[src/sfcfe_regs.vh]
// Constants for the serial flash command front end
`ifndef SFCFE_REGS_VH
`define SFCFE_REGS_VH
`define SFCFE_OP_DREAD 8'h3B
`define SFCFE_OP_D2IO 8'hBB
`define SFCFE_OP_D2IOW 8'h92
`define SFCFE_OP_QREAD 8'h6B
`define SFCFE_OP_Q4IO 8'hEB
`define SFCFE_OP_Q4IOW 8'h94
`define SFCFE_OP_FREAD 8'h0B
`define SFCFE_OP_READ 8'h03
`define SFCFE_OP_DTRF 8'h0D
`define SFCFE_OP_DTR2 8'hBD
`define SFCFE_OP_DTR4 8'hED
`define SFCFE_OP_QPIEN 8'h38
`define SFCFE_OP_QPIDIS 8'hFF
`define SFCFE_OP_RESET_ENABLE_CMD 8'h66
`define SFCFE_OP_RST 8'h99
`define SFCFE_OP_WREN 8'h06
`define SFCFE_OP_WRDI 8'h04
`define SFCFE_OP_WRSR 8'h01
`define SFCFE_OP_SE 8'h20
`define SFCFE_OP_BE 8'hD8
`define SFCFE_OP_CE 8'h60
`define SFCFE_OP_PP 8'h02
`define SFCFE_OP_RDSR 8'h05
`define SFCFE_RESET_TIME_NS 30000
`define SFCFE_CLK_PERIOD_NS 5
`define SFCFE_RESET_CYCLES (`SFCFE_RESET_TIME_NS / `SFCFE_CLK_PERIOD_NS)
`define SFCFE_FIFO_DEPTH 8
`define SFCFE_FIFO_AW 3
`endif

[src/sfcfe_fifo.v]
// Parameterised valid/ready FIFO
`timescale 1ns/100ps
module sfcfe_fifo #(
	parameter WIDTH = 8,
	parameter DEPTH = 8,
	parameter AW = 3
)(
	input wire core_clk,
	input wire reset_n,
	input wire flush,
	input wire [WIDTH-1:0] inData,
	input wire inValid,
	output wire inReady,
	output reg [WIDTH-1:0] outData,
	output reg outValid,
	input wire outReady
);
	reg [WIDTH-1:0] mem [0:DEPTH-1];
	reg [AW:0] wrPtr_reg;
	reg [AW:0] rdPtr_reg;
	wire empty = (wrPtr_reg == rdPtr_reg);
	wire full = (wrPtr_reg[AW-1:0] == rdPtr_reg[AW-1:0]) && (wrPtr_reg[AW] != rdPtr_reg[AW]);
	wire loadOut = !empty && (!outValid || outReady);
	assign inReady = !full;
	always @(posedge core_clk)
	begin
		if (inValid && !full)
			mem[wrPtr_reg[AW-1:0]] <= inData;
	end
	always @(posedge core_clk)
	begin
		if (!reset_n || flush)
		begin
			wrPtr_reg <= {(AW+1){1'b0}};
			rdPtr_reg <= {(AW+1){1'b0}};
			outValid <= 1'b0;
			outData <= {WIDTH{1'b0}};
		end
		else
		begin
			if (inValid && !full)
				wrPtr_reg <= wrPtr_reg + 1'b1;
			if (loadOut)
			begin
				outData <= mem[rdPtr_reg[AW-1:0]];
				outValid <= 1'b1;
				rdPtr_reg <= rdPtr_reg + 1'b1;
			end
			else if (outReady)
				outValid <= 1'b0;
		end
	end
endmodule

[src/sfcfe_front_end.v]
// Serial flash command front end: framing, lane modes, pause, reset sequence
`timescale 1ns/100ps
`include "sfcfe_regs.vh"
module sfcfe_front_end #(
	parameter RESET_CYCLES = `SFCFE_RESET_CYCLES
)(
	input wire core_clk,
	input wire reset_n,
	input wire serialClk,
	input wire chipSelect_n,
	input wire [3:0] dataLineIn,
	output reg [3:0] dataLineOut,
	output reg [3:0] dataLineOe,
	input wire quadEnableBit,
	input wire writeBusy,
	input wire rangeProtected,
	output reg [7:0] opcode,
	output reg cmdStart,
	output reg cmdExecute,
	output wire [7:0] rxData,
	output wire rxValid,
	input wire rxReady,
	input wire [7:0] txData,
	input wire txValid,
	output wire txReady,
	output reg qpiMode,
	output reg resetBusy,
	output reg softReset
);
	localparam S_IDLE = 5'b00001;
	localparam S_OPC = 5'b00010;
	localparam S_RX = 5'b00100;
	localparam S_TX = 5'b01000;
	localparam S_STANDBY = 5'b10000;

	reg [3:0] dinA_reg, dinB_reg;
	reg sclkA_reg, sclkB_reg, sclkPrev_reg, csA_reg, csB_reg, csPrev_reg;
	always @(posedge core_clk)
	begin
		sclkA_reg <= serialClk;
		sclkB_reg <= sclkA_reg;
		csA_reg <= chipSelect_n;
		csB_reg <= csA_reg;
		dinA_reg <= dataLineIn;
		dinB_reg <= dinA_reg;
		sclkPrev_reg <= sclkB_reg;
		csPrev_reg <= csB_reg;
	end
	// Mode 0 and 3 both reduce to edges seen while selected
	wire sclkRise = sclkB_reg && !sclkPrev_reg && !csB_reg;
	wire sclkFall = !sclkB_reg && sclkPrev_reg && !csB_reg;
	wire csFall = !csB_reg && csPrev_reg;
	wire csRise = csB_reg && !csPrev_reg;

	reg [4:0] state_reg;
	reg [1:0] lanes_reg;
	reg ddr_reg, isWrite_reg, pause_reg, gotRstEn_reg;
	reg [3:0] txOe_reg;
	reg [7:0] shift_reg, txShift_reg;
	reg [2:0] bitCnt_reg;
	reg [15:0] rstCnt_reg;
	reg rxPush_reg;
	reg [7:0] rxByte_reg;
	wire fifoInReady;

	// Pause pin is line three; inactive with quad enable or four-wire mode
	wire pauseAllowed = !quadEnableBit && !qpiMode && !(lanes_reg == 2'd2);
	wire pausePin = dinB_reg[3];
	wire linkLive = !pause_reg;
	wire step = linkLive && (sclkRise || (ddr_reg && sclkFall));
	wire [2:0] perStep = (lanes_reg == 2'd2) ? 3'd4 : (lanes_reg == 2'd1) ? 3'd2 : 3'd1;

	// Shift in MSB first by active lane count
	reg [7:0] shiftNext;
	always @*
	begin
		shiftNext = shift_reg;
		case (lanes_reg)
			2'd2: shiftNext = {shift_reg[3:0], dinB_reg};
			2'd1: shiftNext = {shift_reg[5:0], dinB_reg[1:0]};
			default: shiftNext = {shift_reg[6:0], dinB_reg[0]};
		endcase
	end
	wire [3:0] cntNext = {1'b0, bitCnt_reg} + {1'b0, perStep};
	wire byteDone = cntNext[3];

	// Opcode decode
	reg known, rdCmd, wrCmd, dualCmd, quadCmd, ddrCmd;
	always @*
	begin
		known = 1'b1;
		rdCmd = 1'b0;
		wrCmd = 1'b0;
		dualCmd = 1'b0;
		quadCmd = 1'b0;
		ddrCmd = 1'b0;
		case (shiftNext)
			`SFCFE_OP_READ, `SFCFE_OP_FREAD, `SFCFE_OP_RDSR: rdCmd = 1'b1;
			`SFCFE_OP_DREAD, `SFCFE_OP_D2IO, `SFCFE_OP_D2IOW:
			begin
				rdCmd = 1'b1;
				dualCmd = 1'b1;
			end
			`SFCFE_OP_QREAD, `SFCFE_OP_Q4IO, `SFCFE_OP_Q4IOW:
			begin
				rdCmd = 1'b1;
				quadCmd = 1'b1;
				known = quadEnableBit;
			end
			`SFCFE_OP_DTRF, `SFCFE_OP_DTR2, `SFCFE_OP_DTR4:
			begin
				rdCmd = 1'b1;
				ddrCmd = 1'b1;
			end
			`SFCFE_OP_QPIEN:
			begin
				wrCmd = 1'b1;
				known = quadEnableBit && !qpiMode;
			end
			`SFCFE_OP_QPIDIS:
			begin
				wrCmd = 1'b1;
				known = qpiMode;
			end
			`SFCFE_OP_RESET_ENABLE_CMD, `SFCFE_OP_RST, `SFCFE_OP_WREN, `SFCFE_OP_WRDI,
			`SFCFE_OP_WRSR, `SFCFE_OP_SE, `SFCFE_OP_BE, `SFCFE_OP_CE, `SFCFE_OP_PP: wrCmd = 1'b1;
			default: known = 1'b0;
		endcase
	end
	wire arrayCmd = rdCmd && (shiftNext != `SFCFE_OP_RDSR);
	wire eraseProg = (opcode == `SFCFE_OP_SE) || (opcode == `SFCFE_OP_BE) ||
		(opcode == `SFCFE_OP_CE) || (opcode == `SFCFE_OP_PP);

	sfcfe_fifo #(
		.WIDTH(8),
		.DEPTH(`SFCFE_FIFO_DEPTH),
		.AW(`SFCFE_FIFO_AW)
	) rxFifo (
		.core_clk(core_clk),
		.reset_n(reset_n),
		.flush(csFall),
		.inData(rxByte_reg),
		.inValid(rxPush_reg),
		.inReady(fifoInReady),
		.outData(rxData),
		.outValid(rxValid),
		.outReady(rxReady)
	);

	assign txReady = (state_reg == S_TX) && linkLive && sclkFall && (bitCnt_reg == 3'd0);
	// Missing tx byte is sent as all ones, first bit included
	wire [7:0] txByte = txValid ? txData : 8'hFF;
	wire [3:0] laneOe = (lanes_reg == 2'd2) ? 4'hF : (lanes_reg == 2'd1) ? 4'h3 : 4'h2;

	always @(posedge core_clk)
	begin
		if (!reset_n)
		begin
			state_reg <= S_IDLE;
			lanes_reg <= 2'd0;
			ddr_reg <= 1'b0;
			isWrite_reg <= 1'b0;
			pause_reg <= 1'b0;
			gotRstEn_reg <= 1'b0;
			txOe_reg <= 4'h0;
			shift_reg <= 8'h00;
			txShift_reg <= 8'h00;
			bitCnt_reg <= 3'd0;
			rstCnt_reg <= 16'h0000;
			rxPush_reg <= 1'b0;
			rxByte_reg <= 8'h00;
			opcode <= 8'h00;
			cmdStart <= 1'b0;
			cmdExecute <= 1'b0;
			qpiMode <= 1'b0;
			resetBusy <= 1'b0;
			softReset <= 1'b0;
			dataLineOut <= 4'h0;
			dataLineOe <= 4'h0;
		end
		else
		begin
			cmdStart <= 1'b0;
			cmdExecute <= 1'b0;
			softReset <= 1'b0;
			rxPush_reg <= 1'b0;
			if (resetBusy)
			begin
				if (rstCnt_reg == 16'h0000)
					resetBusy <= 1'b0;
				else
					rstCnt_reg <= rstCnt_reg - 16'h0001;
			end
			// Pause follows the pin only while the clock is low, and clears at once when not allowed
			if (!csB_reg && pauseAllowed && !sclkB_reg)
				pause_reg <= !pausePin;
			else if (!pauseAllowed)
				pause_reg <= 1'b0;
			if (csRise)
			begin
				// Byte-boundary check for write-type commands
				if (state_reg == S_RX && isWrite_reg && bitCnt_reg == 3'd0 && !pause_reg)
				begin
					if (eraseProg && rangeProtected)
						cmdExecute <= 1'b0;
					else
						cmdExecute <= 1'b1;
					if (opcode == `SFCFE_OP_QPIEN)
						qpiMode <= 1'b1;
					if (opcode == `SFCFE_OP_QPIDIS)
						qpiMode <= 1'b0;
					gotRstEn_reg <= (opcode == `SFCFE_OP_RESET_ENABLE_CMD);
					if (opcode == `SFCFE_OP_RST && gotRstEn_reg)
					begin
						qpiMode <= 1'b0;
						resetBusy <= 1'b1;
						rstCnt_reg <= RESET_CYCLES[15:0] - 16'h0001;
						softReset <= 1'b1;
					end
				end
				else if (state_reg != S_IDLE)
					gotRstEn_reg <= 1'b0;
				state_reg <= S_IDLE;
				pause_reg <= 1'b0;
				dataLineOe <= 4'h0;
				lanes_reg <= 2'd0;
				ddr_reg <= 1'b0;
			end
			else if (csFall)
			begin
				state_reg <= resetBusy ? S_STANDBY : S_OPC;
				lanes_reg <= qpiMode ? 2'd2 : 2'd0;
				bitCnt_reg <= 3'd0;
				txOe_reg <= 4'h0;
				isWrite_reg <= 1'b0;
			end
			else if (pause_reg)
				dataLineOe <= 4'h0;
			else
			begin
				case (state_reg)
					S_OPC:
						if (sclkRise)
						begin
							shift_reg <= shiftNext;
							bitCnt_reg <= cntNext[2:0];
							if (byteDone)
							begin
								opcode <= shiftNext;
								if (!known || (arrayCmd && writeBusy))
									state_reg <= S_STANDBY;
								else
								begin
									cmdStart <= 1'b1;
									isWrite_reg <= wrCmd;
									ddr_reg <= ddrCmd;
									if (quadCmd)
										lanes_reg <= 2'd2;
									else if (dualCmd && !qpiMode)
										lanes_reg <= 2'd1;
									state_reg <= rdCmd ? S_TX : S_RX;
								end
							end
						end
					S_RX:
						if (step)
						begin
							shift_reg <= shiftNext;
							bitCnt_reg <= cntNext[2:0];
							if (byteDone && fifoInReady)
							begin
								rxByte_reg <= shiftNext;
								rxPush_reg <= 1'b1;
							end
						end
					S_TX:
						if (linkLive && (sclkFall || (ddr_reg && sclkRise)))
						begin
							// Load a new byte at boundary, else shift MSB first
							if (bitCnt_reg == 3'd0)
								txShift_reg <= txByte;
							else
								txShift_reg <= txShift_reg << perStep;
							bitCnt_reg <= cntNext[2:0];
							dataLineOut <= (lanes_reg == 2'd2) ? (bitCnt_reg == 3'd0 ? txByte[7:4] :
								txShift_reg[3:0]) : (lanes_reg == 2'd1) ? {2'b00,
								(bitCnt_reg == 3'd0 ? txByte[7:6] : txShift_reg[5:4])} :
								{2'b00, (bitCnt_reg == 3'd0 ? txByte[7] : txShift_reg[6]), 1'b0};
							dataLineOe <= laneOe;
							txOe_reg <= laneOe;
						end
						else
							// Held bit reappears once a pause ends
							dataLineOe <= txOe_reg;
					S_STANDBY:
						dataLineOe <= 4'h0;
					default:
						state_reg <= S_IDLE;
				endcase
			end
		end
	end
endmodule

[config.mk]
export PLATFORM = sky130hd
export DESIGN_NAME = sfcfe_front_end
export DESIGN_NICKNAME = d
export VERILOG_FILES = /design/src/sfcfe_fifo.v /design/src/sfcfe_front_end.v
export VERILOG_INCLUDE_DIRS = /design/src
export SDC_FILE = /design/constraint.sdc
export NUM_CORES = 1
export LEC_CHECK = 0
export BUFFER_PORTS_ARGS = -buffer_cell sky130_fd_sc_hd__buf_2
export CAP_MARGIN = 0
export CORE_MARGIN = 10
export CORE_UTILIZATION = 30
export DETAILED_ROUTE_END_ITERATION = 6
export GPL_TIMING_DRIVEN = 0
export PLACE_DENSITY = 0.48
export SLEW_MARGIN = 10
export SYNTH_ARGS = -nofsm -noshare
export SYNTH_HDL_FRONTEND = slang
export SYNTH_SLANG_ARGS = --single-unit
export TNS_END_PERCENT = 1
[constraint.sdc]
create_clock -name core_clk -period 4.3 [get_ports core_clk]
set_input_delay 0.43 -clock core_clk [delete_from_list [all_inputs] [get_ports core_clk]]
set_output_delay 0.43 -clock core_clk [all_outputs]
set_load 0.005 [all_outputs]
Yosys cells after proc, flatten, opt, wreduce, memory -nomap -nowiden. Memories as Yosys holds them, arrays and structs flattened. A register that Yosys moved wholly into a read port is not among the register bits. Cells that the tools add are included. Widths: inputs -> output; s select.

Flip-flop bits (word level): 102. RAM bits: 64. Output and inout bits: 31. Logic and storage cells: 270. Memories: 1.

Memories: rxFifo.mem (depth 8, bits a word 8, read ports 1, clocked after memory_dff 1, wr ports 1, RTL line sfcfe_fifo.v:18) `reg [WIDTH-1:0] mem [0:DEPTH-1];`.

Add/subtract/negate cells: 4. Eq/ne operators: 52. Shifts and indexed selects: 1. Muxes and demuxes: 81. Bitwise gates (word level): 10. Reduce and logical (&&, ||, !) cells: 89.

Operators by type and width (number): $eq 8x8->1 const B (12); $mux 16 (5); $reduce_and 6->1 (7); $eq 8x6->1 const B (5); $eq 8x7->1 const B (5); $mux 4 (9); $mux 1 (33); $logic_and 1x1->1 (30); $mux 5 (6); $eq 8x2->1 const B (3); $eq 8x3->1 const B (3); $mux 2 (12); $mux 3 (6); $reduce_or 18->1 (1); $eq 8x4->1 const B (2); $logic_not 16->1 (1); $mux 8 (2); $pmux 8 s2 (1); $sub 16x1->16 const B (1); $logic_not 1->1 (14); $mux 7 (2); $pmux 7 s2 (1); $reduce_bool 2->1 (7); $reduce_or 12->1 (1); other kinds (37) (68).

Logic depth before layout (Yosys ltp). Gate-level depths: netlist of the first run.

Depth after elaboration: 14. Gate-level depth with buffers: 12. Gate-level depth less buffers: 10.

Cells and area by module. Synthesis of the first run repeated with hierarchy kept, for this count alone.

Cells, all modules: 749. Area total of the unflattened synthesis: 8121.5 sq um.

Modules (own cells, without submodules): sfcfe_front_end (instances 1, cells each 570, area each 4824.6 sq um, sequential area each 1841.8 sq um); sfcfe_fifo (instances 1, cells each 179, area each 3296.9 sq um, sequential area each 2262.2 sq um).

Worst setup path after synthesis of the first run. Ideal clock, no wire load.

Kind: register to register. Start point: register lanes_reg[0]. End point: register isWrite_reg. Library setup time: 0.083 ns. Arrival time: 2.896 ns. Required time: 4.217 ns. Setup slack: 1.321 ns. Cell stages (with the launch flop): 12. Path buffers: 1. Clock period less this slack: 2.979 ns. Cells stage by stage: dfxtp_1 -> inv_1 -> ha_1 -> buf_6 -> nor2b_4 -> or2_1 -> or4_4 -> a211oi_2 -> a311oi_2 -> and4_4 -> or4_1 -> o221ai_1.

Longest elaborated chain between the ends: 11. Elaborated cells on any way between the ends: 50. Those cells by class: add/sub (1); eq/ne (27); mux (12); reduce/logical (10).

RTL lines: start: declaration (RTL line sfcfe_front_end.v:56) `reg [1:0] lanes_reg;`; start signal: assignment (RTL line sfcfe_front_end.v:232) `lanes_reg <= qpiMode ? 2'd2 : 2'd0;`; $eq 2x1->1 / $eq 2x2->1 (equally long branches) (RTL line sfcfe_front_end.v:71, sfcfe_front_end.v:78); $pmux 8 s2 (RTL line sfcfe_front_end.v:78) `case (lanes_reg)`; $eq 8x7->1 (tied with other cells) (RTL line sfcfe_front_end.v:97) `case (shiftNext)`; $reduce_or 11->1 (no line); $mux 1 (RTL line sfcfe_front_end.v:97); $mux 1 (RTL line sfcfe_front_end.v:250) `if (!known || (arrayCmd && writeBusy))`; $mux 1 (RTL line sfcfe_front_end.v:247) `if (byteDone)`; $mux 1 (RTL line sfcfe_front_end.v:243) `if (sclkRise)`; $mux 1 (RTL line sfcfe_front_end.v:241) `case (state_reg)`; $mux 1 (RTL line sfcfe_front_end.v:237) `else if (pause_reg)`; $mux 1 (RTL line sfcfe_front_end.v:229) `else if (csFall)`; end signal: assignment (RTL line sfcfe_front_end.v:255) `isWrite_reg <= wrCmd;`; end: declaration (RTL line sfcfe_front_end.v:57) `reg ddr_reg, isWrite_reg, pause_reg, gotRstEn_reg;`.

Parallel ways exist; a longest one is shown, timed or not. The select of a mux whose other input is x is not followed. A chain may end at the register's enable or synchronous reset.

Final worst setup path of the first run. Ends and elaborated chain as after synthesis.

==> metrics.csv, run 1 <==
stage,metric,value,unit
status,status,"complete, no violations",
clock_tree,CTS buffer count,17,
power_and_ir_drop,switching part of the total,0.2598,
power_and_ir_drop,clock group share of total power,0.460,
timing,fmax,285.1,MHz
timing,crit path time final,3.508,ns
timing,post-route clock period utilization,0.8158,
yosys,most area-consuming cells after synthesis,"dfxtp_1 28%, edfxtp_1 25%, nor2_1 5.4%",
critical_path,Worst setup EP type,register,
finish,footprint of the multi-input gates,3450,um2
floorplanning,# IOs,52,
finish,Sequential cell area,4104,um2
global_routing,initial antenna violation count,0,
route,WL/cell,16.72,um
power_and_ir_drop,Int Pwr,0.002550,W
finish,Synth-to-Final Area Change,16.58,%
clock_tree,hold_buf cts,0,
yosys,Post-Syn Area per Cell,10.61,um2
route,WL final,19180,um
clock_tree,H-tree levels,4,
flow_run,MaxCap Viol Count,0,
floorplanning,Die Y,181.2,um
timing,final setup vio count,0,
place,Detailed Place HPWL,14100,um
route,via count,5655,
timing,RSZ-0062 raised after global routing,no,
yosys,"EDFF count, synth",64,
clock_tree,Longest Clk Path Bufs,2,
floorplanning,Floorplan Core Area,25400,um2
floorplanning,row count,58,
yosys,sequential share of the synthesized area,0.5264,
yosys,number of synthesized register bits,173,
finish,fin util,0.3578,
timing,setup TNS,0,ns
yosys,most frequent cell after synthesis,nor2_1,
floorplanning,Initial Util,0.3069,
finish,max reg flops,64,
timing,hold_ws,0.1026,ns
global_routing,vias in the first global route,5686,
yosys,asr flop ratio synth,0,
power_and_ir_drop,Leak Pwr,3.199,nW
place,Setup WS pre-CTS,0.8223,ns
finish,final non-filler cell total,1147,
clock_tree,clk root buf,clkbuf_16,
finish,ratio of cells with drive above 1 in the final layout,0.1579,
clock_tree,post_cts resized,0,
clock_tree,worst skew pair latency,0.43,ns
global_routing,total congestion overflow,0,
power_and_ir_drop,Comb pwr share,0.047,
clock_tree,Setup Buffers After CTS,0,
timing,Max Slew Vio Count,0,
power_and_ir_drop,VDD IR max,0.0002466,V
critical_path,"Arr. time, crit path",3.85,ns
clock_tree,CTS sink count,173,
min_path,worst hold path class,primary input to register,
yosys,Synth area leader,dfxtp_1,
global_routing,Global Route Usage Sum,0.1174,
place,RePlAce Congestion,0.8199,
global_routing,first-pass GRT wire length,31250,um
place,Port Buf Inserts,50,
yosys,top cell type's share of synthesized area,0.2799,
timing,"Hold Violations, Final",0,
route,drt initial violations,314,
route,drt first pass iters,4,
clock_tree,TritonCTS clock tree,built,
yosys,Mapped Area,7796,um2
route,Residual DRC,0,
finish,# diodes,0,
critical_path,CP max FO,10,
global_routing,largest net degree at the start of global routing,22,
finish,# nets final,838,
timing,setup slack after layout,0.7922,ns
critical_path,CP Class,register to register,
clock_tree,Worst-path clk slew,0.08,ns
place,Placed Instances,1115,
floorplanning,DIE AREA,32840,um2
power_and_ir_drop,PwrDens,379.1,nW/um2
route,Vias/cell,4.930,
yosys,synth unique cells,70,
critical_path,CP required,4.64,ns
timing,Worst-Margin Slew,0.9636,ns
yosys,Post-Synthesis Cells,735,
finish,filler instances,2583,
power_and_ir_drop,sw power,0.0008952,W
route,DRT antenna net count,0,
yosys,most instantiated cells after synthesis,"112 x nor2_1, 109 x dfxtp_1, 64 x edfxtp_1, 48 x a21oi_1, 39 x nand2_1",
floorplanning,Chip Width,181.2,um
power_and_ir_drop,Sequential Power Share,0.494,
yosys,syn nets,769,
yosys,Synth Warn #,0,
critical_path,CP startpoint kind,register,
timing,Worst Skew,0.01694,ns
yosys,dominant synthesized flop cell,dfxtp_1,
timing,Slew HR,0.3527,
## metrics by stage
stage                     area, um2  power [W]
final                          9089   0.003445
after CTS                      9079   0.003503
after global routing           9089   0.003584
after floorplan                7796   0.001846
after global placement         8459   0.001903
after detailed placement       8459   0.001900
## kinds of logic (layout without fill, tap and decap cells)
kind of cell    after synthesis  count (layout)  share of synthesized area
simple gates                267             267                     0.1690
flops                       173             173                     0.5264
compound gates              147             147                     0.1302
buf+inv                      59             141                    0.03242
mux                          55              55                    0.09661
xor+xnor                     21              21                    0.02359
fa+ha+maj                    13              13                    0.02183
## area by class of cell
| type | instances | share of cell area |
|---|---|---|
| plain buffers | 37 | 0.01872 |
| clock buffers | 17 | 0.04681 |
| clock inverters | 15 | 0.02134 |
| inverters | 22 | 0.009086 |
| multi-input cells | 503 | 0.3795 |
| flip-flops and latches | 173 | 0.4515 |
| well taps | 330 | 0.04543 |
| repair buffers | 50 | 0.02753 |
## worst paths after layout
kind	startpoint	to	slack [ns]	depth (start not counted)
max reg2reg	lanes_reg[0]	isWrite_reg	0.79	12
max	lanes_reg[0]	isWrite_reg	0.79	12
min reg2reg	csA_reg	csB_reg	0.33	0
min	serialClk	sclkA_reg	0.10	1
## layer usage
| layer | track usage | part of all wire |
|---|---|---|
| met5 | 0 | 0 |
| met1 | 0.1526 | 0.48 |
| met3 | 0.02817 | 0.041 |
| met2 | 0.1910 | 0.47 |
| met4 | 0.02961 | 0.0066 |
## cell usage in the layout (no fill, tap or decap), types with 21 or more instances in the layout
master    synthesis  layout
a21oi_1          48      48
dfxtp_1         109     109
edfxtp_1         64      64
clkbuf_1         24      24
nor2_1          112     112
inv_1            22      22
o21ai_0          21      21
buf_2             4      54
nand2_1          39      39
mux2i_1          37      37
## critical path, cell delays in order (launching register included)
cell and delay, ns:
dfxtp_1 0.38, inv_1 0.06, ha_1 0.33, buf_6 0.16, buf_6 0.14, buf_2 0.20
o21ai_0 0.59, nand2_1 0.22, o32ai_4 0.36, o21ai_1 0.13, and4_4 0.22, or4_1 0.54
o221ai_1 0.09
## power groups by stage
stage / combinational (W) / clock, W / sequential, W
6_report: 0.000162 / 0.00158 / 0.00170
4_1_cts: 0.000163 / 0.00164 / 0.00170
3_3_place_gp: 0.000164 / 0 / 0.00174
5_1_grt: 0.000181 / 0.00170 / 0.00170
2_1_floorplan: 0.000110 / 0 / 0.00174
3_5_place_dp: 0.000162 / 0 / 0.00174
(Power assumes the default switching activity.)
==> run 2, diff against run 1 <==
- clock period: 4.3 -> 3.3 ns (I/O delays scaled with it)
==> run 2 against run 1 <==
Sequential share of layout area down 1.1 points; power up 31%; clock-buffer cell count unchanged; critical endpoint unchanged; largest cell class unchanged; design area up 2.5%.
==> metrics.csv, run 2 (synthesis gave the netlist of run 1 again) <==
stage,metric,value,unit,change
status,status,"complete, no violations",,unchanged
clock_tree,Worst-path clk slew,0.07,ns,was 0.08 ns
critical_path,crit-path cells,inv_1 -> ha_1 -> buf_4 -> a221oi_4 -> nor2_2 -> or4_4 -> a211oi_4 -> a311oi_4 -> and4_4 -> or4_1 -> o221ai_1,,was inv_1 -> ha_1 -> buf_6 -> buf_6 -> buf_2 -> o21ai_0 -> nand2_1 -> o32ai_4 -> o21ai_1 -> and4_4 -> or4_1 -> o221ai_1
route,DRT antenna net count,0,,unchanged
finish,max reg flops,64,,unchanged
place,area post-placement,8459,um2,unchanged
place,Port Buf Inserts,50,,unchanged
finish,# nets final,846,,was 838
clock_tree,worst skew pair latency,0.43,ns,about the same
finish,Sequential cell area,4105,um2,was 4104 um2
finish,ratio of cells with drive above 1 in the final layout,0.1855,,was 0.1579
critical_path,crit-path max cell delay,0.54,ns,was 0.59 ns
place,Detailed Place HPWL,14100,um,unchanged
timing,Worst Skew,0.01633,ns,was 0.01694 ns
finish,design area,9313,um2,was 9089 um2
place,Setup WS pre-CTS,-0.1777,ns,was 0.8223 ns
floorplanning,Chip Width,181.2,um,unchanged
route,WL final,19460,um,"was 19,180 um"
floorplanning,Initial Util,0.3069,,unchanged
power_and_ir_drop,VDD IR max,0.0003264,V,was 0.0002466 V
power_and_ir_drop,PwrDens,486.4,nW/um2,was 379.1 nW/um2
global_routing,Global Route Usage Sum,0.1180,,was 0.1174
floorplanning,# IOs,52,,unchanged
global_routing,initial antenna violation count,0,,unchanged
critical_path,Worst setup EP type,register,,unchanged
timing,Slew HR,0.3490,,was 0.3527
finish,footprint of the multi-input gates,3597,um2,was 3450 um2
critical_path,CP startpoint kind,register,,unchanged
timing,setup slack after layout,0.09907,ns,was 0.7922 ns
global_routing,first-pass GRT wire length,31400,um,"was 31,250 um"
timing,fmax,312.4,MHz,was 285.1 MHz
global_routing,total congestion overflow,0,,unchanged
global_routing,vias in the first global route,5722,,"was 5,686"
floorplanning,Die Y,181.2,um,unchanged
finish,most frequent cells in the layout,"110 x nor2_1, 108 x dfxtp_1, 64 x edfxtp_1",,"was 112 x nor2_1, 109 x dfxtp_1, 64 x edfxtp_1"
power_and_ir_drop,Leak Pwr,3.260,nW,was 3.199 nW
clock_tree,TritonCTS clock tree,built,,unchanged
floorplanning,Floorplan Core Area,25400,um2,unchanged
timing,RSZ-0062 raised after global routing,no,,unchanged
global_routing,largest net degree at the start of global routing,22,,unchanged
finish,filler instances,2573,,"was 2,583"
route,Vias/cell,4.949,,was 4.930
critical_path,CP required,3.64,ns,was 4.64 ns
route,WL/cell,16.85,um,was 16.72 um
critical_path,"Arr. time, crit path",3.54,ns,was 3.85 ns
route,Residual DRC,0,,unchanged
route,drt initial violations,298,,was 314
finish,Synth-to-Final Area Change,19.45,%,was 16.58%
place,RePlAce Congestion,0.8199,,unchanged
timing,"Hold Violations, Final",0,,unchanged
clock_tree,H-tree levels,4,,unchanged
timing,final setup vio count,0,,unchanged
route,via count,5716,,"was 5,655"
floorplanning,DIE AREA,32840,um2,unchanged
clock_tree,CTS buffer count,17,,unchanged
clock_tree,CTS sink count,173,,unchanged
critical_path,CP max-delay cell,or4_4,,was o21ai_0
clock_tree,clk root buf,clkbuf_16,,unchanged
finish,# diodes,0,,unchanged
timing,Worst-Margin Slew,0.9690,ns,was 0.9636 ns
finish,"most common cell after layout, fill and taps aside",nor2_1,,unchanged
critical_path,CP max FO,10,,unchanged
min_path,worst hold path class,primary input to register,,unchanged
timing,Max Slew Vio Count,0,,unchanged
timing,post-route clock period utilization,0.9700,,was 0.8158
route,drt first pass iters,4,,unchanged
power_and_ir_drop,Pwr Total,0.004530,W,was 0.003445 W
flow_run,MaxCap Viol Count,0,,unchanged
critical_path,CP Class,register to register,,unchanged
timing,crit path time final,3.201,ns,was 3.508 ns
clock_tree,Longest Clk Path Bufs,2,,unchanged
floorplanning,row count,58,,unchanged
run 2: changes by cell type in the layout (fill, tap and decap cells not counted), sizes merged:
cell	previous run	this run
dlygate4sd3	0	5
buf	63	65
clkbuf	41	42
run 2: stage by stage:
step	TNS [ns]	utilization	instances	hold WS, ns
3_3_place_gp	-0.4280	0.3331	1115	0.3106
2_1_floorplan	0	-	735	0.3096
3_5_place_dp	-0.2767	0.3331	1115	0.3128
6_report	0	0.3667	1155	0.02260
4_1_cts	-0.002211	0.3610	1153	0.01048
5_1_grt	0	0.3667	1155	0.006793
run 2: path summary, 6_finish.rpt:
check | startpoint | end | slack [ns] | depth (start not counted)
setup / recovery | lanes_reg[1] | isWrite_reg | 0.1 | 11
hold / removal | dataLineIn[0] | dinA_reg[0] | 0.02 | 1
setup reg to reg | lanes_reg[1] | isWrite_reg | 0.1 | 11
hold reg to reg | csA_reg | csB_reg | 0.33 | 0
run 2: critical path, delay by kind of cell, from the launching register on:
kind / cells / cell delay (ns)
flops: 1 / 0.41
buf+inv: 2 / 0.28
simple gates: 4 / 1.44
fa+ha+maj: 1 / 0.18
compound gates: 4 / 0.81
run 2: area by class of cell:
type | instances | share of cell area
Buffer | 37 | 0.01854
Tap cell | 330 | 0.04434
Multi-Input combinational cell | 503 | 0.3863
Clock buffer | 17 | 0.04568
Timing Repair Buffer | 58 | 0.03466
Clock inverter | 15 | 0.02082
Inverter | 22 | 0.008867
Sequential cell | 173 | 0.4408
run 2: report_power, final:
part           switching (W)  internal [W]  leakage (nW)
combinational       0.000156     0.0000854          1.48
clock                0.00102       0.00105         0.300
sequential        0.00000973       0.00221          1.48
total                0.00119       0.00334          3.26
run 2: what timing repair did:
item | CTS | global route
gates resized for setup | 8 | 21
hold buffers | 5 | 0
pin swaps | 0 | 5
endpoints found under the hold margin | 5 | 0
setup endpoints to repair | 5 | 7
buffers inserted | 1 | 2
run 2: metal layers:
metal  up-vias  routed length, um  GRT usage
met4         0                156    0.03026
met5         -                  0          0
met2        92               9167     0.1926
met3        15                762    0.02817
met1      2746               9372     0.1529
li1       2863                  -          -
==> run 3, diff against run 2 <==
- SYNTH_HIERARCHICAL: unset -> 1
- clock period: 3.3 -> 4.1 ns (I/O delays scaled with it)
==> run 3 against run 2 <==
Register-to-register slack improved by 0.45 ns; synthesized cell count grew 1.9%; design area increased by 1.7%; clock skew is 0.011 ns higher; maximum frequency down 9.9%; sequential share of layout area decreased by 0.76 points; setup slack better by 0.45 ns.
==> metrics.csv, run 3 <==
stage,metric,value,unit,change
finish,ratio of cells with drive above 1 in the final layout,0.1741,,was 0.1855
floorplanning,Initial Util,0.3030,,was 0.3069
flow_run,MaxCap Viol Count,0,,unchanged
finish,footprint of the multi-input gates,3702,um2,was 3597 um2
critical_path,Worst setup EP type,register,,unchanged
timing,Max Slew Vio Count,0,,unchanged
yosys,Synth Warn #,6,,was 0
timing,Worst Skew,0.02783,ns,was 0.01633 ns
min_path,WHS Path Cells,1,,unchanged
yosys,sequential share of the synthesized area,0.5053,,was 0.5264
yosys,Post-Synthesis Cells,749,,was 735
clock_tree,CTS buffer count,17,,unchanged
place,area post-placement,8821,um2,was 8459 um2
route,drt initial violations,468,,was 298
global_routing,total congestion overflow,0,,unchanged
yosys,dominant synthesized flop cell,dfxtp_1,,unchanged
timing,RSZ-0062 raised after global routing,no,,unchanged
clock_tree,post_cts resized,0,,was 8
clock_tree,H-tree levels,4,,unchanged
yosys,most area-consuming cells after synthesis,"dfxtp_1 27%, edfxtp_1 24%, mux2i_1 4.8%",,"was dfxtp_1 28%, edfxtp_1 25%, nor2_1 5.4%"
timing,crit path time final,3.551,ns,was 3.201 ns
clock_tree,Longest Clk Path Bufs,2,,unchanged
timing,Slew HR,0.3226,,was 0.3490
finish,Synth-to-Final Area Change,16.64,%,was 19.45%
yosys,number of synthesized register bits,173,,unchanged
clock_tree,Worst-path clk slew,0.09,ns,was 0.07 ns
clock_tree,TritonCTS clock tree,built,,unchanged
yosys,synth unique cells,87,,was 70
global_routing,Global Route Usage Sum,0.1235,,was 0.1180
floorplanning,DIE AREA,34050,um2,"was 32,840 um2"
clock_tree,Setup Buffers After CTS,0,,was 1
critical_path,reg2reg path depth,12,,was 11
finish,"most common cell after layout, fill and taps aside",dfxtp_1,,was nor2_1
global_routing,largest net degree at the start of global routing,24,,was 22
global_routing,first-pass GRT wire length,32880,um,"was 31,400 um"
place,Port Buf Inserts,51,,was 50
route,Vias/cell,5.078,,was 4.949
floorplanning,Chip Width,184.5,um,was 181.2 um
place,Detailed Place HPWL,14830,um,"was 14,100 um"
min_path,hold_sp,serialClk,,was dataLineIn[0]
clock_tree,worst skew pair latency,0.45,ns,was 0.43 ns
yosys,Mapped Area,8122,um2,was 7796 um2
global_routing,vias in the first global route,5802,,"was 5,722"
floorplanning,row count,60,,was 58
critical_path,CP startpoint kind,register,,unchanged
yosys,asr flop ratio synth,0,,unchanged
critical_path,CP Class,register to register,,unchanged
power_and_ir_drop,PwrDens,388.5,nW/um2,was 486.4 nW/um2
place,RePlAce Congestion,0.8667,,was 0.8199
power_and_ir_drop,Leak Pwr,3.348,nW,was 3.260 nW
yosys,most frequent cell after synthesis,dfxtp_1,,was nor2_1
yosys,Post-Syn Area per Cell,10.84,um2,was 10.61 um2
timing,post-route clock period utilization,0.8661,,was 0.9700
timing,final setup vio count,0,,unchanged
yosys,top cell type's share of synthesized area,0.2687,,was 0.2799
min_path,worst hold path class,primary input to register,,unchanged
critical_path,reg2reg start,lanes_reg[0],,was lanes_reg[1]
finish,Sequential cell area,4104,um2,was 4105 um2
yosys,most instantiated cells after synthesis,"109 x dfxtp_1, 91 x nor2_1, 64 x edfxtp_1, 46 x nand2_1, 39 x mux2i_1",,"was 112 x nor2_1, 109 x dfxtp_1, 64 x edfxtp_1, 48 x a21oi_1, 39 x nand2_1"
route,DRT antenna net count,0,,unchanged
critical_path,CP max FO,10,,unchanged
critical_path,RR Endpoint,lanes_reg[1],,was isWrite_reg
route,via count,5961,,"was 5,716"
timing,setup TNS,0,ns,unchanged
route,WL/cell,17.64,um,was 16.85 um
yosys,syn nets,782,,was 769
floorplanning,Floorplan Core Area,26800,um2,"was 25,400 um2"
timing,Worst-Margin Slew,1.012,ns,was 0.9690 ns
finish,most frequent cells in the layout,"109 x dfxtp_1, 91 x nor2_1, 64 x edfxtp_1",,"was 110 x nor2_1, 108 x dfxtp_1, 64 x edfxtp_1"
global_routing,initial antenna violation count,1,,was 0
clock_tree,clk root buf,clkbuf_16,,unchanged
finish,max reg flops,64,,unchanged
finish,# nets final,853,,was 846
power_and_ir_drop,VDD IR max,0.0002416,V,was 0.0003264 V
finish,filler instances,2676,,"was 2,573"
critical_path,CP required,4.43,ns,was 3.64 ns
yosys,"EDFF count, synth",64,,unchanged
yosys,Synth area leader,dfxtp_1,,unchanged
finish,# diodes,0,,unchanged
floorplanning,# IOs,52,,unchanged
clock_tree,CTS sink count,173,,unchanged
route,drt first pass iters,7,,was 4
status,status,"complete, no violations",,unchanged
critical_path,"Arr. time, crit path",3.88,ns,was 3.54 ns
timing,fmax,281.6,MHz,was 312.4 MHz
route,WL final,20710,um,"was 19,460 um"
critical_path,R2R Setup Slk,0.55,ns,was 0.1 ns
route,Residual DRC,0,,unchanged
finish,design area,9473,um2,was 9313 um2
floorplanning,Die Y,184.5,um,was 181.2 um
clock_tree,hold_buf cts,0,,was 5
timing,"Hold Violations, Final",0,,unchanged
min_path,Min-Delay Endpoint,sclkA_reg,,was dinA_reg[0]
[run 3: layer usage]
metal,vias to the layer above,GRT usage,wire length (um)
met5,-,0,14
met4,2,0.03147,180
met3,15,0.02973,945
met2,112,0.1960,9777
met1,2893,0.1643,9788
li1,2939,-,-
[run 3: how the worst max path moves through the flow]
stage                            start           end  cells after the start
after floorplan           lanes_reg[0]  lanes_reg[1]                     13
after global placement    lanes_reg[0]  lanes_reg[0]                     12
after detailed placement  lanes_reg[0]  state_reg[4]                     12
after CTS                 lanes_reg[0]  lanes_reg[1]                     12
after global routing      lanes_reg[0]  lanes_reg[1]                     12
final                     lanes_reg[0]  lanes_reg[1]                     12
[run 3: final cells by class]
class | instances | area share
Sequential cell | 173 | 0.4332
Clock inverter | 15 | 0.02391
Buffer | 37 | 0.02325
Multi-Input combinational cell | 511 | 0.3908
Tap cell | 341 | 0.04504
Timing Repair Buffer | 52 | 0.02774
Clock buffer | 17 | 0.04491
Inverter | 28 | 0.01109
[run 3: power breakdown]
group	total, W	internal [W]	switching [W]
clock network	0.00175	0.000874	0.000878
registers	0.00178	0.00177	0.00000721
logic	0.000148	0.0000488	0.0000987
[run 3: kinds of logic (layout without fill, tap and decap cells)]
kind of cell               Yosys count  count (layout)  share of synthesized area
and+or+nand+nor                    268             268                     0.1698
xor gates and xnor gates            24              24                    0.03143
DFF                                173             173                     0.5053
buffers and inverters               65             149                    0.04005
AOI/OAI and AO/OA                  150             150                     0.1370
muxes                               57              57                    0.09706
adders and majority gates           12              12                    0.01941
[run 3: worst max-delay path, cell delays in order (launching register included)]
cell and delay, ns:
dfxtp_1 0.36, inv_1 0.07, ha_1 0.33, buf_6 0.16, buf_4 0.17, a221oi_1 0.30, nor2_1 0.19, nor4_2 0.47
o21ai_0 0.31, and4_1 0.30, nand3b_4 0.24, and4_1 0.24, o311a_1 0.28
[run 3: through the flow]
step	hold slack (ns)	total power, W	setup WS [ns]	utilization	std cells
final	0.05512	0.003680	0.5489	0.3535	1174
after global routing	0.03767	0.003832	0.1920	0.3535	1174
after CTS	0.04205	0.003741	0.5497	0.3535	1174
after global placement	0.3131	0.001970	0.5242	0.3285	1141
after detailed placement	0.3143	0.001970	0.5793	0.3291	1142
after floorplan	0.3096	0.001916	1.154	-	749
